===== config.mk =====
export PLATFORM = sky130hd
export DESIGN_NAME = rf_tx_mode_sequencer
export DESIGN_NICKNAME = d
export VERILOG_FILES = /design/src/design/tx_symbol_shifter.v /design/src/design/rf_tx_mode_sequencer.v
export VERILOG_INCLUDE_DIRS = /design/src /design/src/inc
export SDC_FILE = /design/constraint.sdc
export NUM_CORES = 1
export LEC_CHECK = 0
export BUFFER_PORTS_ARGS = -buffer_cell sky130_fd_sc_hd__clkbuf_2
export CAP_MARGIN = 20
export CORE_UTILIZATION = 53
export DETAILED_ROUTE_END_ITERATION = 16
export HOLD_SLACK_MARGIN = 0.08
export PLACE_DENSITY = 0.73
export SLEW_MARGIN = 20
export SYNTH_ARGS = -nofsm -noshare
export SYNTH_HDL_FRONTEND = slang
export SYNTH_SLANG_ARGS = --single-unit

===== constraint.sdc =====
create_clock -name clk_sys -period 4 [get_ports clk_sys]
set_input_delay 0.2 -clock clk_sys [delete_from_list [all_inputs] [get_ports clk_sys]]
set_output_delay 0.2 -clock clk_sys [all_outputs]
set_load 0.05 [all_outputs]

===== src/inc/rf_tx_regs.vh =====
// Register map and constants for the RF transmit mode sequencer.
// Assumes a byte-wide register port with one-cycle strobes.
// Summary of operation
// - Power-up bit starts RF logic; RF clock enable resets to one.
// - Crystal ready flag rises once crystal is stable; software waits for it.
// - Auto-cal bit starts VCO calibration and clears itself when done.
// - Five-bit VCO curve readable, writable; override bit forces written curve.
// - Direct select zero means Burst; modulation select zero OOK, one FSK.
// - Strobe in Burst sends FIFO bytes on RF output with chosen modulation.
// - Hardware clears transmit strobe when the burst finishes.
// - Strobing again resends previous FIFO data without reload.
// - Clearing strobe aborts burst, amplifier turned off; software waits 1 us.
// - Direct select one means Direct mode; symbol from direct data bit.
// - Synth enable turns on synthesizer in Direct mode; software waits before amplifier enable.
// - Amplifier enable in Direct mode emits current direct data bit.
// - Burst-complete interrupt has its own flag and enable in third MF register.
// - FIFO-margin interrupt flag rises when bytes left reach the margin.
// - Margin codes 0..3 select 4, 8, 16, 32 bytes; separate detect enable.
`ifndef RF_TX_REGS_VH
`define RF_TX_REGS_VH

// ****************************************
// Register offsets
// ****************************************
`define REG_CLK_CTRL 4'h0
`define REG_OPMOD 4'h1
`define REG_VCO2 4'h2
`define REG_TX_LEN 4'h3
`define REG_DATA_RATE 4'h4
`define REG_FREQ_DEVIATION_LO 4'h5
`define REG_FREQ_DEVIATION_HI 4'h6
`define REG_FIFO_DATA 4'h7
`define REG_FIFO_CTRL 4'h8
`define REG_MFI_THREE 4'h9
`define REG_STATUS 4'hA

// ****************************************
// Field positions
// ****************************************
`define CLK_XSEL_LSB 0
`define CLK_XHALVE 3
`define CLK_RHALVE 4
`define CLK_RF_EN 5
`define CLK_PWR_UP 6
`define OP_CAL 0
`define OP_DIRECT 1
`define OP_FSK 2
`define OP_STROBE 3
`define OP_SYNTH 4
`define OP_AMP 5
`define OP_DTX 6
`define VCO_OVR 7
`define FC_PTR_CLR 3
`define FC_MG_EN 2
`define MF_BD_EN 0
`define MF_MG_EN 1
`define MF_BD_FLAG 4
`define MF_MG_FLAG 5

// ****************************************
// Reset values and timing
// ****************************************
`define CLK_CTRL_RST 8'h20
`define DATA_RATE_RST 8'h0F
`define CAL_CYCLES_RST 16'h0200
`define XTAL_CYCLES_RST 16'h0100
`define CLK_PERIOD_NS 10
`define PA_OFF_NS 1000
// Amplifier-off wait: PA_OFF_NS at CLK_PERIOD_NS, sized for the 16-bit counter
`define PA_OFF_CYCLES 16'h0064

`endif


===== src/design/tx_symbol_shifter.v =====
// Serialises one byte per load, MSB first, one bit per rate tick.
// Assumes the owner holds load for one cycle and gives the rate divider.
`timescale 1ns/100ps
module tx_symbol_shifter #(
    parameter W = 8
) (
    input wire clk_sys,
    input wire reset,
    input wire load,
    input wire stop,
    input wire [W-1:0] byte_in,
    input wire [7:0] rate,
    output reg bit_out,
    output wire need_byte
);
    reg [W-1:0] sh_q;
    reg [3:0] cnt_q;
    reg [7:0] div_q;
    reg busy_q;

    assign need_byte = busy_q && cnt_q == 4'h0 && div_q == 8'h00;

    always @(posedge clk_sys) begin
        if (reset || stop) begin
            sh_q <= {W{1'b0}};
            cnt_q <= 4'h0;
            div_q <= 8'h00;
            busy_q <= 1'b0;
            bit_out <= 1'b0;
        end else if (load) begin
            sh_q <= byte_in << 1;
            bit_out <= byte_in[W-1];
            cnt_q <= W[3:0] - 4'h1;
            div_q <= rate;
            busy_q <= 1'b1;
        end else if (busy_q) begin
            if (div_q != 8'h00) begin
                div_q <= div_q - 8'h01;
            end else if (cnt_q != 4'h0) begin
                bit_out <= sh_q[W-1];
                sh_q <= sh_q << 1;
                cnt_q <= cnt_q - 4'h1;
                div_q <= rate;
            end else begin
                // Byte exhausted; owner loads next or ends
                busy_q <= 1'b0;
                bit_out <= 1'b0;
            end
        end
    end
endmodule // tx_symbol_shifter


===== src/design/rf_tx_mode_sequencer.v =====
// RF transmit mode sequencer: power, calibration, burst and direct modes.
// Assumes synchronous register strobes and a fixed XTAL_CYCLES crystal start-up count.
//
// Local design decisions: strobed register access and the address map.
`timescale 1ns/100ps
`include "rf_tx_regs.vh"
module rf_tx_mode_sequencer #(
    parameter DEPTH = 64,
    parameter AW = 6,
    parameter CAL_CYCLES = 512,
    parameter XTAL_CYCLES = 256
) (
    input wire clk_sys,
    input wire reset,
    input wire [3:0] addr,
    input wire [7:0] wdata,
    input wire wr_en,
    input wire rd_en,
    output reg [7:0] rdata,
    input wire [4:0] cal_curve_in,
    output reg rf_output_pin,
    output reg modulation_fsk,
    output reg synth_on,
    output reg amp_on,
    output reg [4:0] vco_curve_select,
    output reg cal_active,
    output reg rf_clock_enable,
    output reg rf_power_up,
    output reg [2:0] crystal_select,
    output reg crystal_halve,
    output reg rf_clock_halve,
    output reg crystal_ready_flag,
    output reg [10:0] freq_deviation,
    output reg [7:0] data_rate,
    output wire irq_request
);
    // ****************************************
    // Burst states
    // ****************************************
    localparam S_IDLE = 2'h0;
    localparam S_SEND = 2'h1;
    localparam S_PA_OFF = 2'h2;

    function [5:0] margin_bytes;
        input [1:0] code;
        begin
            margin_bytes = 6'h04 << code;
        end
    endfunction

    reg [7:0] fifo_q [0:DEPTH-1];
    reg [AW-1:0] wptr_q;
    reg [7:0] rptr_q;
    reg [7:0] tx_length_bytes;
    reg auto_cal_start, direct_mode, strobe_q, synth_enable, amp_enable, direct_data_bit;
    reg curve_override;
    reg [4:0] curve_wr_q;
    reg [4:0] cal_result_q;
    reg fifo_margin_detect_enable;
    reg [1:0] fifo_margin_select;
    reg burst_done_irq_enable, fifo_margin_irq_enable;
    reg burst_done_flag, fifo_margin_flag;
    reg [1:0] state_q;
    reg [15:0] cal_cnt_q, xtal_cnt_q, off_cnt_q;
    reg load_q;
    integer i;

    wire bit_serial;
    wire need_byte;
    wire [7:0] clk_rst = `CLK_CTRL_RST;
    wire wr_op = wr_en && addr == `REG_OPMOD;
    wire sw_abort = wr_op && strobe_q && !wdata[`OP_STROBE];
    wire sw_start = wr_op && !strobe_q && wdata[`OP_STROBE] && !direct_mode
        && !wdata[`OP_DIRECT];
    wire last_byte = rptr_q >= tx_length_bytes;
    // burst end
    // Zero length ends at once, since the shifter never asks for a byte
    wire hw_done = state_q == S_SEND && last_byte && (need_byte || tx_length_bytes == 8'h00);
    wire [7:0] left = tx_length_bytes - rptr_q;
    wire margin_hit = state_q == S_SEND && load_q && fifo_margin_detect_enable
        && left == {2'b00, margin_bytes(fifo_margin_select)};

    assign irq_request = (burst_done_flag && burst_done_irq_enable)
        || (fifo_margin_flag && fifo_margin_irq_enable);

    tx_symbol_shifter #(.W(8)) u_shift (
        .clk_sys(clk_sys),
        .reset(reset),
        .load(load_q),
        .stop(state_q != S_SEND),
        // Pointer has already moved past the byte being loaded
        .byte_in(fifo_q[rptr_q[AW-1:0] - {{(AW-1){1'b0}}, 1'b1}]),
        .rate(data_rate),
        .bit_out(bit_serial),
        .need_byte(need_byte)
    );

    // ****************************************
    // Register writes and sequencing
    // ****************************************
    always @(posedge clk_sys) begin
        if (reset) begin
            {rf_power_up, rf_clock_enable, rf_clock_halve, crystal_halve, crystal_select} <=
                clk_rst[6:0];
            data_rate <= `DATA_RATE_RST;
            tx_length_bytes <= 8'h00;
            freq_deviation <= 11'h000;
            auto_cal_start <= 1'b0;
            direct_mode <= 1'b0;
            modulation_fsk <= 1'b0;
            strobe_q <= 1'b0;
            synth_enable <= 1'b0;
            amp_enable <= 1'b0;
            direct_data_bit <= 1'b0;
            curve_override <= 1'b0;
            curve_wr_q <= 5'h00;
            cal_result_q <= 5'h00;
            fifo_margin_detect_enable <= 1'b0;
            fifo_margin_select <= 2'b00;
            burst_done_irq_enable <= 1'b0;
            fifo_margin_irq_enable <= 1'b0;
            burst_done_flag <= 1'b0;
            fifo_margin_flag <= 1'b0;
            wptr_q <= {AW{1'b0}};
            rptr_q <= 8'h00;
            state_q <= S_IDLE;
            cal_cnt_q <= 16'h0000;
            xtal_cnt_q <= 16'h0000;
            off_cnt_q <= 16'h0000;
            load_q <= 1'b0;
            crystal_ready_flag <= 1'b0;
            for (i = 0; i < DEPTH; i = i + 1) begin
                fifo_q[i] <= 8'h00;
            end
        end else begin
            load_q <= 1'b0;
            if (wr_en) begin
                case (addr)
                    `REG_CLK_CTRL: begin
                        crystal_select <= wdata[2:0];
                        crystal_halve <= wdata[`CLK_XHALVE];
                        rf_clock_halve <= wdata[`CLK_RHALVE];
                        rf_clock_enable <= wdata[`CLK_RF_EN];
                        rf_power_up <= wdata[`CLK_PWR_UP];
                    end
                    `REG_OPMOD: begin
                        if (wdata[`OP_CAL] && !auto_cal_start) begin
                            auto_cal_start <= 1'b1;
                            cal_cnt_q <= CAL_CYCLES[15:0];
                        end
                        direct_mode <= wdata[`OP_DIRECT];
                        modulation_fsk <= wdata[`OP_FSK];
                        synth_enable <= wdata[`OP_SYNTH];
                        amp_enable <= wdata[`OP_AMP];
                        direct_data_bit <= wdata[`OP_DTX];
                    end
                    `REG_VCO2: begin
                        curve_wr_q <= wdata[4:0];
                        curve_override <= wdata[`VCO_OVR];
                    end
                    `REG_TX_LEN: tx_length_bytes <= wdata;
                    `REG_DATA_RATE: data_rate <= wdata;
                    `REG_FREQ_DEVIATION_LO: freq_deviation[7:0] <= wdata;
                    `REG_FREQ_DEVIATION_HI: freq_deviation[10:8] <= wdata[2:0];
                    `REG_FIFO_DATA: begin
                        fifo_q[wptr_q] <= wdata;
                        wptr_q <= wptr_q + {{(AW-1){1'b0}}, 1'b1};
                    end
                    `REG_FIFO_CTRL: begin
                        fifo_margin_select <= wdata[1:0];
                        fifo_margin_detect_enable <= wdata[`FC_MG_EN];
                        if (wdata[`FC_PTR_CLR]) begin
                            wptr_q <= {AW{1'b0}};
                        end
                    end
                    `REG_MFI_THREE: begin
                        burst_done_irq_enable <= wdata[`MF_BD_EN];
                        fifo_margin_irq_enable <= wdata[`MF_MG_EN];
                    end
                    default: begin
                    end
                endcase
            end
            // Flag clears by writing zero; a same-cycle set still wins
            if (wr_en && addr == `REG_MFI_THREE) begin
                burst_done_flag <= wdata[`MF_BD_FLAG] || hw_done;
                fifo_margin_flag <= wdata[`MF_MG_FLAG] || margin_hit;
            end else begin
                if (hw_done) begin
                    burst_done_flag <= 1'b1;
                end
                if (margin_hit) begin
                    fifo_margin_flag <= 1'b1;
                end
            end

            if (auto_cal_start) begin
                if (cal_cnt_q <= 16'h0001) begin
                    auto_cal_start <= 1'b0;
                    cal_result_q <= cal_curve_in;
                end else begin
                    cal_cnt_q <= cal_cnt_q - 16'h0001;
                end
            end

            if (!rf_power_up || !rf_clock_enable) begin
                xtal_cnt_q <= XTAL_CYCLES[15:0];
                crystal_ready_flag <= 1'b0;
            end else if (xtal_cnt_q != 16'h0000) begin
                xtal_cnt_q <= xtal_cnt_q - 16'h0001;
            end else begin
                crystal_ready_flag <= 1'b1;
            end

            case (state_q)
                S_IDLE: begin
                    if (sw_start) begin
                        strobe_q <= 1'b1;
                        rptr_q <= 8'h00;
                        state_q <= S_SEND;
                    end
                end
                S_SEND: begin
                    if (sw_abort) begin
                        strobe_q <= 1'b0;
                        off_cnt_q <= `PA_OFF_CYCLES;
                        state_q <= S_PA_OFF;
                    end else if (hw_done) begin
                        strobe_q <= 1'b0;
                        state_q <= S_IDLE;
                    end else if (rptr_q == 8'h00 && !load_q && need_byte == 1'b0) begin
                        load_q <= 1'b1;
                        rptr_q <= 8'h01;
                    end else if (need_byte) begin
                        load_q <= 1'b1;
                        rptr_q <= rptr_q + 8'h01;
                    end
                end
                S_PA_OFF: begin
                    if (off_cnt_q <= 16'h0001) begin
                        state_q <= S_IDLE;
                    end else begin
                        off_cnt_q <= off_cnt_q - 16'h0001;
                    end
                end
                default: state_q <= S_IDLE;
            endcase
        end
    end

    // ****************************************
    // RF outputs and read port
    // ****************************************
    always @(posedge clk_sys) begin
        if (reset) begin
            rf_output_pin <= 1'b0;
            synth_on <= 1'b0;
            amp_on <= 1'b0;
            vco_curve_select <= 5'h00;
            cal_active <= 1'b0;
            rdata <= 8'h00;
        end else begin
            cal_active <= auto_cal_start;
            vco_curve_select <= curve_override ? curve_wr_q : cal_result_q;
            if (direct_mode) begin
                synth_on <= synth_enable && rf_power_up;
                amp_on <= amp_enable && synth_enable && rf_power_up;
                rf_output_pin <= amp_enable && direct_data_bit;
            end else begin
                synth_on <= state_q == S_SEND && rf_power_up;
                amp_on <= state_q == S_SEND && rf_power_up;
                rf_output_pin <= state_q == S_SEND && bit_serial;
            end
            rdata <= 8'h00;
            if (rd_en) begin
                case (addr)
                    `REG_CLK_CTRL: rdata <= {1'b0, rf_power_up, rf_clock_enable,
                        rf_clock_halve, crystal_halve, crystal_select};
                    `REG_OPMOD: rdata <= {1'b0, direct_data_bit, amp_enable, synth_enable,
                        strobe_q, modulation_fsk, direct_mode, auto_cal_start};
                    `REG_VCO2: rdata <= {curve_override, 2'b00,
                        curve_override ? curve_wr_q : cal_result_q};
                    `REG_TX_LEN: rdata <= tx_length_bytes;
                    `REG_DATA_RATE: rdata <= data_rate;
                    `REG_FREQ_DEVIATION_LO: rdata <= freq_deviation[7:0];
                    `REG_FREQ_DEVIATION_HI: rdata <= {5'h00, freq_deviation[10:8]};
                    `REG_FIFO_CTRL: rdata <= {5'h00, fifo_margin_detect_enable,
                        fifo_margin_select};
                    `REG_MFI_THREE: rdata <= {2'b00, fifo_margin_flag, burst_done_flag,
                        2'b00, fifo_margin_irq_enable, burst_done_irq_enable};
                    `REG_STATUS: rdata <= {6'h00, state_q == S_PA_OFF, crystal_ready_flag};
                    default: rdata <= 8'h00;
                endcase
            end
        end
    end
endmodule // rf_tx_mode_sequencer


### Yosys cells after proc, flatten, opt, wreduce, memory -nomap -nowiden

Memories as Yosys holds them, arrays and structs flattened.
Index checks and enable logic that the tools add are counted.

| operators by class | value |
|---|---|
| bitwise logic cells | 4 |
| reductions and logical operators | 82 |
| add/subtract/negate cells | 9 |
| mux-type cells | 72 |
| shift-type cells | 1 |
| $lt $le $gt $ge | 3 |
| eq/ne operators | 24 |

Operators with widths:

| cell | count |
|---|---|
| 16-bit 2-to-1 mux | 7 |
| 8-bit 2-to-1 mux | 14 |
| 8-bit case mux with 10 select lines | 1 |
| 16-bit by 1-bit subtractor with 16-bit output, second input constant | 3 |
| 16-bit by 1-bit <= comparator with 1-bit output, second input constant | 2 |
| 1-bit 2-to-1 mux | 32 |
| 16-bit case mux with 2 select lines | 1 |
| 1-bit logical AND | 26 |
| 8-bit logical NOT | 3 |
| 2-bit AND reduction | 12 |
| 9-bit 2-to-1 mux | 2 |
| 3-bit AND reduction | 6 |
| 4-bit by 3-bit equality test with 1-bit output, second input constant | 4 |
| 2-bit != test, second input constant | 8 |
| 8-bit case mux with 2 select lines | 1 |
| 16-bit nonzero test | 1 |
| 2-bit nonzero test | 8 |
| 4-bit equality test, second input constant | 3 |
| 3-bit 2-to-1 mux | 4 |
| 6-bit 2-to-1 mux | 2 |
| 6-bit case mux with 2 select lines | 1 |
| 8-bit by 1-bit adder with 8-bit output, second input constant | 1 |
| 4-bit by 2-bit equality test with 1-bit output, second input constant | 2 |
| 8-bit by 6-bit equality test with 1-bit output | 1 |
| other kinds (29) | 50 |

| storage, ports and cells | value |
|---|---|
| memory bits (writable) | 512 |
| flip-flop bits (word level) | 163 |
| input bits | 21 |
| memories | 1 |

Memory list:

| memory | depth | width | read ports | clocked after Yosys merged registers in | wr ports | RTL line | text |
|---|---|---|---|---|---|---|---|
| fifo_q | 64 | 8 | 1 | 0 | 64 | rf_tx_mode_sequencer.v:51 | `reg [7:0] fifo_q [0:DEPTH-1];` |

### Longest topological paths before layout

| logic depth | value |
|---|---|
| depth in word-level cells | 9 |
| gate-level depth with buffers | 13 |
| depth with buffers taken out | 9 |

### By module

A second synthesis with hierarchy kept.

| second synthesis, totals | value |
|---|---|
| cell total of the unflattened synthesis | 2629 |
| area total of the unflattened synthesis | 32204.6 µm² |

Modules (own cells, without submodules):

| module | times used | seq. area each (µm²) | cells an instance | area an instance (µm²) |
|---|---|---|---|---|
| rf_tx_mode_sequencer | 1 | 18217.5 | 2473 | 30902.1 |
| tx_symbol_shifter | 1 | 420.4 | 156 | 1302.5 |

### Worst setup path before layout

OpenSTA, ideal clock, no wires.

| timing | value |
|---|---|
| kind | register -> register |
| start point | register rptr_q[0] |
| end point | register u_shift.sh_q[6] |
| setup time | 0.133 ns |
| required time | 3.867 ns |
| period minus slack after synthesis | 3.402 ns |
| path slack | 0.598 ns |
| stages on the path, launching flop included | 12 |
| arrival | 3.268 ns |
| cell sequence | dfxtp_1 buf_2 buf_2 buf_2 inv_1 ha_1 buf_2 xnor2_1 buf_2 mux4_2 mux2i_1 a211oi_1 |

| between the ends | value |
|---|---|
| word-level cells in the longest chain between the ends | 3 |

Ends and longest elaborated chain:

| item | RTL line | text |
|---|---|---|
| from (decl) | rf_tx_mode_sequencer.v:53 | `reg [7:0] rptr_q;` |
| from (signal assigned) | rf_tx_mode_sequencer.v:236 | `rptr_q <= rptr_q + 8'h01;` |
| 6-bit by 1-bit subtractor with 6-bit output | rf_tx_mode_sequencer.v:92 | `.byte_in(fifo_q[rptr_q[AW-1:0] - {{(AW-1){1'b0}}, 1'b1}]),` |
| memory 64 x 8 bit | n/a |  |
| 8-bit 2-to-1 mux | tx_symbol_shifter.v:30 | `end else if (load) begin` |
| to (signal assigned) | tx_symbol_shifter.v:25 | `sh_q <= {W{1'b0}};` |
| to (signal assigned) | tx_symbol_shifter.v:31 | `sh_q <= byte_in << 1;` |
| to (signal assigned) | tx_symbol_shifter.v:41 | `sh_q <= sh_q << 1;` |
| to (decl) | tx_symbol_shifter.v:16 | `reg [W-1:0] sh_q;` |

No other way between the ends.
A chain may end at the register's enable or synchronous reset.

### Worst setup path in the final report

| timing | value |
|---|---|
| start point | register rptr_q[2] |
| end point | register rptr_q[5] |

| between the ends | value |
|---|---|
| word-level cells in the longest chain between the ends | 7 |
| elaborated cells on any way between the ends | 15 |
| those cells by class | 1 x add/sub; 1 x order compare; 2 x eq/ne; 5 x mux; 6 x reduce/logical |

Ends and longest elaborated chain:

| item |
|---|
| branches (longest 7 deep; another with 8-bit by 1-bit adder with 8-bit output) |

Several ways; the timed one is not identified. The select of a mux whose other input is x is not followed.

==> metrics.csv <==
metric,value,unit
CTS Root Cell,clkbuf_16,
Reg area,18600,sq um
Worst R2R Setup Slack,0.80,ns
post-route cell area,35300,sq um
ys flop type,edfxtp_1,
first-pass GRT wire length,122000,microns
filler cell count,4441,
"Reg clk slew, reported paths",0.07,ns
"Setup Fix Bufs, Post-CTS",0,
Layout Utilization,59.6,%
crit share post-route,80.0,%
port bufs,66,
Die Height,247,microns
worst r2r src,rptr_q[2],
Nets,2593,
P_leak,12.7,nW
RSZ-0062 raised after global routing,false,
Area contributors post-synth,"edfxtp_1, dfxtp_1, mux4_2, and2_1, nor2_1",
sequential power share,52.3,%
count of final setup violators,0,
final setup TNS,0,ns
Post-Syn Nets,2566,
Post-synth EDFFs,512,
data arrival time of the critical path,3.75,ns
startpoint types,flop,
PnR Total Power,14.9,mW
Worst Tran Pin Value,1.09,ns
Max-slew headroom,27.0,%
worst hold path type,input port to flop,
fin cells,3381,
min-delay src,wr_en,
1st-iter DRT viols,1835,
Max Cap Viol,0,
Final min period,3.20,ns
clk_lat worst skew,0.63,ns
Setup crit start,rptr_q[2],
syn_area_per_cell,12.6,sq um
Yosys Warn Count,0,
Cells after Synth,2524,
sequential area share after synthesis,58.6,%
I/O pin count,67,
status,completed,
Resized cells post-CTS,0,
CTS tree,done,
Core Region,59100,sq um
clock power share,43.7,%
placed insts,3242,
Hold Fails Final Rpt,0,
number of global-route vias before repair,20200,
final RePlAce weighted congestion,0.895,
CP Capture Type,flop,
GR Util All Layers,26.5,%
area grow syn2layout,10.9,%
wire per inst,23.5,microns
Max clock buf depth,3,
residual DRC count,0,
grt total ovfl,0,
Logic pwr share,3.9,%
largest net degree at the start of global routing,100,
pwr/cell area,423,nW/um^2
top cell type's share of synthesized area,48.4,%
Chip Width,247,microns
DP Area,32900,sq um
max frequency,0.312,GHz
final wirelength,79400,microns
1st-pass router iterations,6,
# H-tree levels,3,
Worst Path Max Fanout,14,
Async SR Flop Fraction,0,%
"area leader, netlist",edfxtp_1,
Via Count,20500,
area of the multi-input gates,12400,sq um
Sw Share,21.7,%
data required time at the worst endpoint,4.55,ns
Cell Rows,89,
Netlist cell types,72,
Sink Count,675,
mapped cell area,31800,sq um
layout cells sized above 1,17.8,%
post-route ant nets,0,
WS Path Type,flop to flop,
Cell Int Power,11.7,mW
Slew Limit Fails,0,
Synth Register Bits,675,
Worst VDD drop,0.000323,V
initial core utilization,53.8,%
CTS buffer count,71,
initial antenna violation count,1,
die area,61000,sq um
Psw,3.24,mW
Vias per Instance,6.08,
placed wire-length estimate,51300,microns
clk_skew,0.0350,ns
[power by group through the flow]
stage	clock [mW]	sequential (mW)	combinational, mW
after CTS	6.58	7.81	0.582
final	6.53	7.81	0.586
after detailed placement	0	7.96	0.572
after floorplan	0	7.92	0.372
after global routing	6.86	7.82	0.620
after global placement	0	7.95	0.562
[cells by family (layout without fill, tap and decap cells)]
family | Yosys count | after routing | share of synthesized area (%)
AOI/OAI and AO/OA | 216 | 216 | 4.22
xor gates and xnor gates | 42 | 42 | 1.16
adders and majority gates | 22 | 22 | 0.858
buffers and inverters | 207 | 290 | 2.57
DFF | 675 | 675 | 58.6
muxes | 228 | 228 | 12.8
other | 0 | 1 | 0
and+or+nand+nor | 1134 | 1134 | 19.7
[metal layers]
| layer | routed length (microns) | up-vias | part of all wire, % | track usage (%) |
|---|---|---|---|---|
| met5 | 0 | - | 0 | 0 |
| met4 | 2380 | 0 | 3.0 | 9.19 |
| met3 | 5990 | 134 | 7.5 | 4.10 |
| met2 | 38500 | 837 | 49 | 42.6 |
| met1 | 32400 | 10300 | 41 | 36.8 |
| li1 | - | 9256 | - | - |
[cells in the mapped netlist, types with 8 or more instances]
cell	n
a31oi_1	10
mux4_2	138
o21ai_0	37
or3_1	12
inv_1	30
mux2_2	8
nand3_1	33
nand4_1	8
dfxtp_1	163
and2_1	477
clkbuf_1	139
nor3b_1	8
o22ai_1	16
xor2_1	14
or4_1	13
a211oi_1	18
nand2_1	107
edfxtp_1	512
nor2_1	231
nor3_1	84
xnor2_1	28
nand3b_1	17
nand2b_1	12
a21oi_1	83
or2_2	68
nor4_1	25
nor2b_1	10
buf_1	10
ha_1	21
buf_2	23
mux2i_1	78
[final cells by class]
cell class                 count  area share [%]
sequential                   675            52.9
multi-input combinational   1642            35.1
clock buffer                  93            5.40
tap                          773            2.74
timing repair buffer         129            2.49
clock inverter                36            1.07
inverter                      32           0.341
antenna                        1         0.00710
[sequential cells by signal (all words and copies together) (netlist names), 6 cells and up]
| register | count |
|---|---|
| rptr_q | 8 |
| fifo_q | 512 |
| cal_cnt_q | 16 |
| rdata | 8 |
| wptr_q | 6 |
| tx_length_bytes | 8 |
| xtal_cnt_q | 16 |
| u_shift.div_q | 8 |
| data_rate | 8 |
| off_cnt_q | 16 |
| u_shift.sh_q | 7 |
| freq_deviation | 11 |
[cells in the final DEF, fill, tap and decap left out, types with 13 or more instances in the layout]
cell       synthesis  routed
nand3_1           33      33
nand3b_1          17      17
nor2_1           231     231
clkbuf_16          0      71
or2_2             68      68
and2_1           477     477
edfxtp_1         512     512
a21oi_1           83      83
xnor2_1           28      27
nor4_1            25      25
nand2_1          107     107
mux2i_1           78      78
buf_4              1      51
dfxtp_1          163     162
xor2_1            14      13
inv_1             30      30
o21ai_0           37      37
ha_1              21      20
clkbuf_1         139      15
mux4_2           138     138
nor3_1            84      84
a211oi_1          18      18
or4_1             13      13
o22ai_1           16      16
clkbuf_2           1      68
[stage by stage]
step                hold slack, ns  setup WS [ns]
finish                       0.125          0.799
global route                 0.156          0.549
CTS                         0.0836          0.850
detailed placement           0.442          0.873
global placement             0.439          0.972
floorplan                    0.344          0.598
[repair_timing]
item	in CTS	in global routing
endpoints found under the setup margin	0	0
hold buffers	9	0
endpoints found under the hold margin	29	0
[path summary, 6_finish.rpt]
check,depth (start not counted),end
setup / recovery,10,rptr_q[5]
hold / removal,3,freq_deviation[2]
setup reg to reg,10,rptr_q[5]
hold reg to reg,2,cal_cnt_q[7]
[critical path, stage by stage (launching register included)]
cell and delay (ns):
dfxtp_1 0.67, inv_1 0.21, ha_1 0.42, nand2_1 0.10
a21oi_1 0.25, nor3_1 0.10, o31ai_1 0.23, buf_4 0.19
nand2_1 0.23, or4b_1 0.56, a21oi_1 0.17
Note: power is estimated with default switching activity, not from simulation.
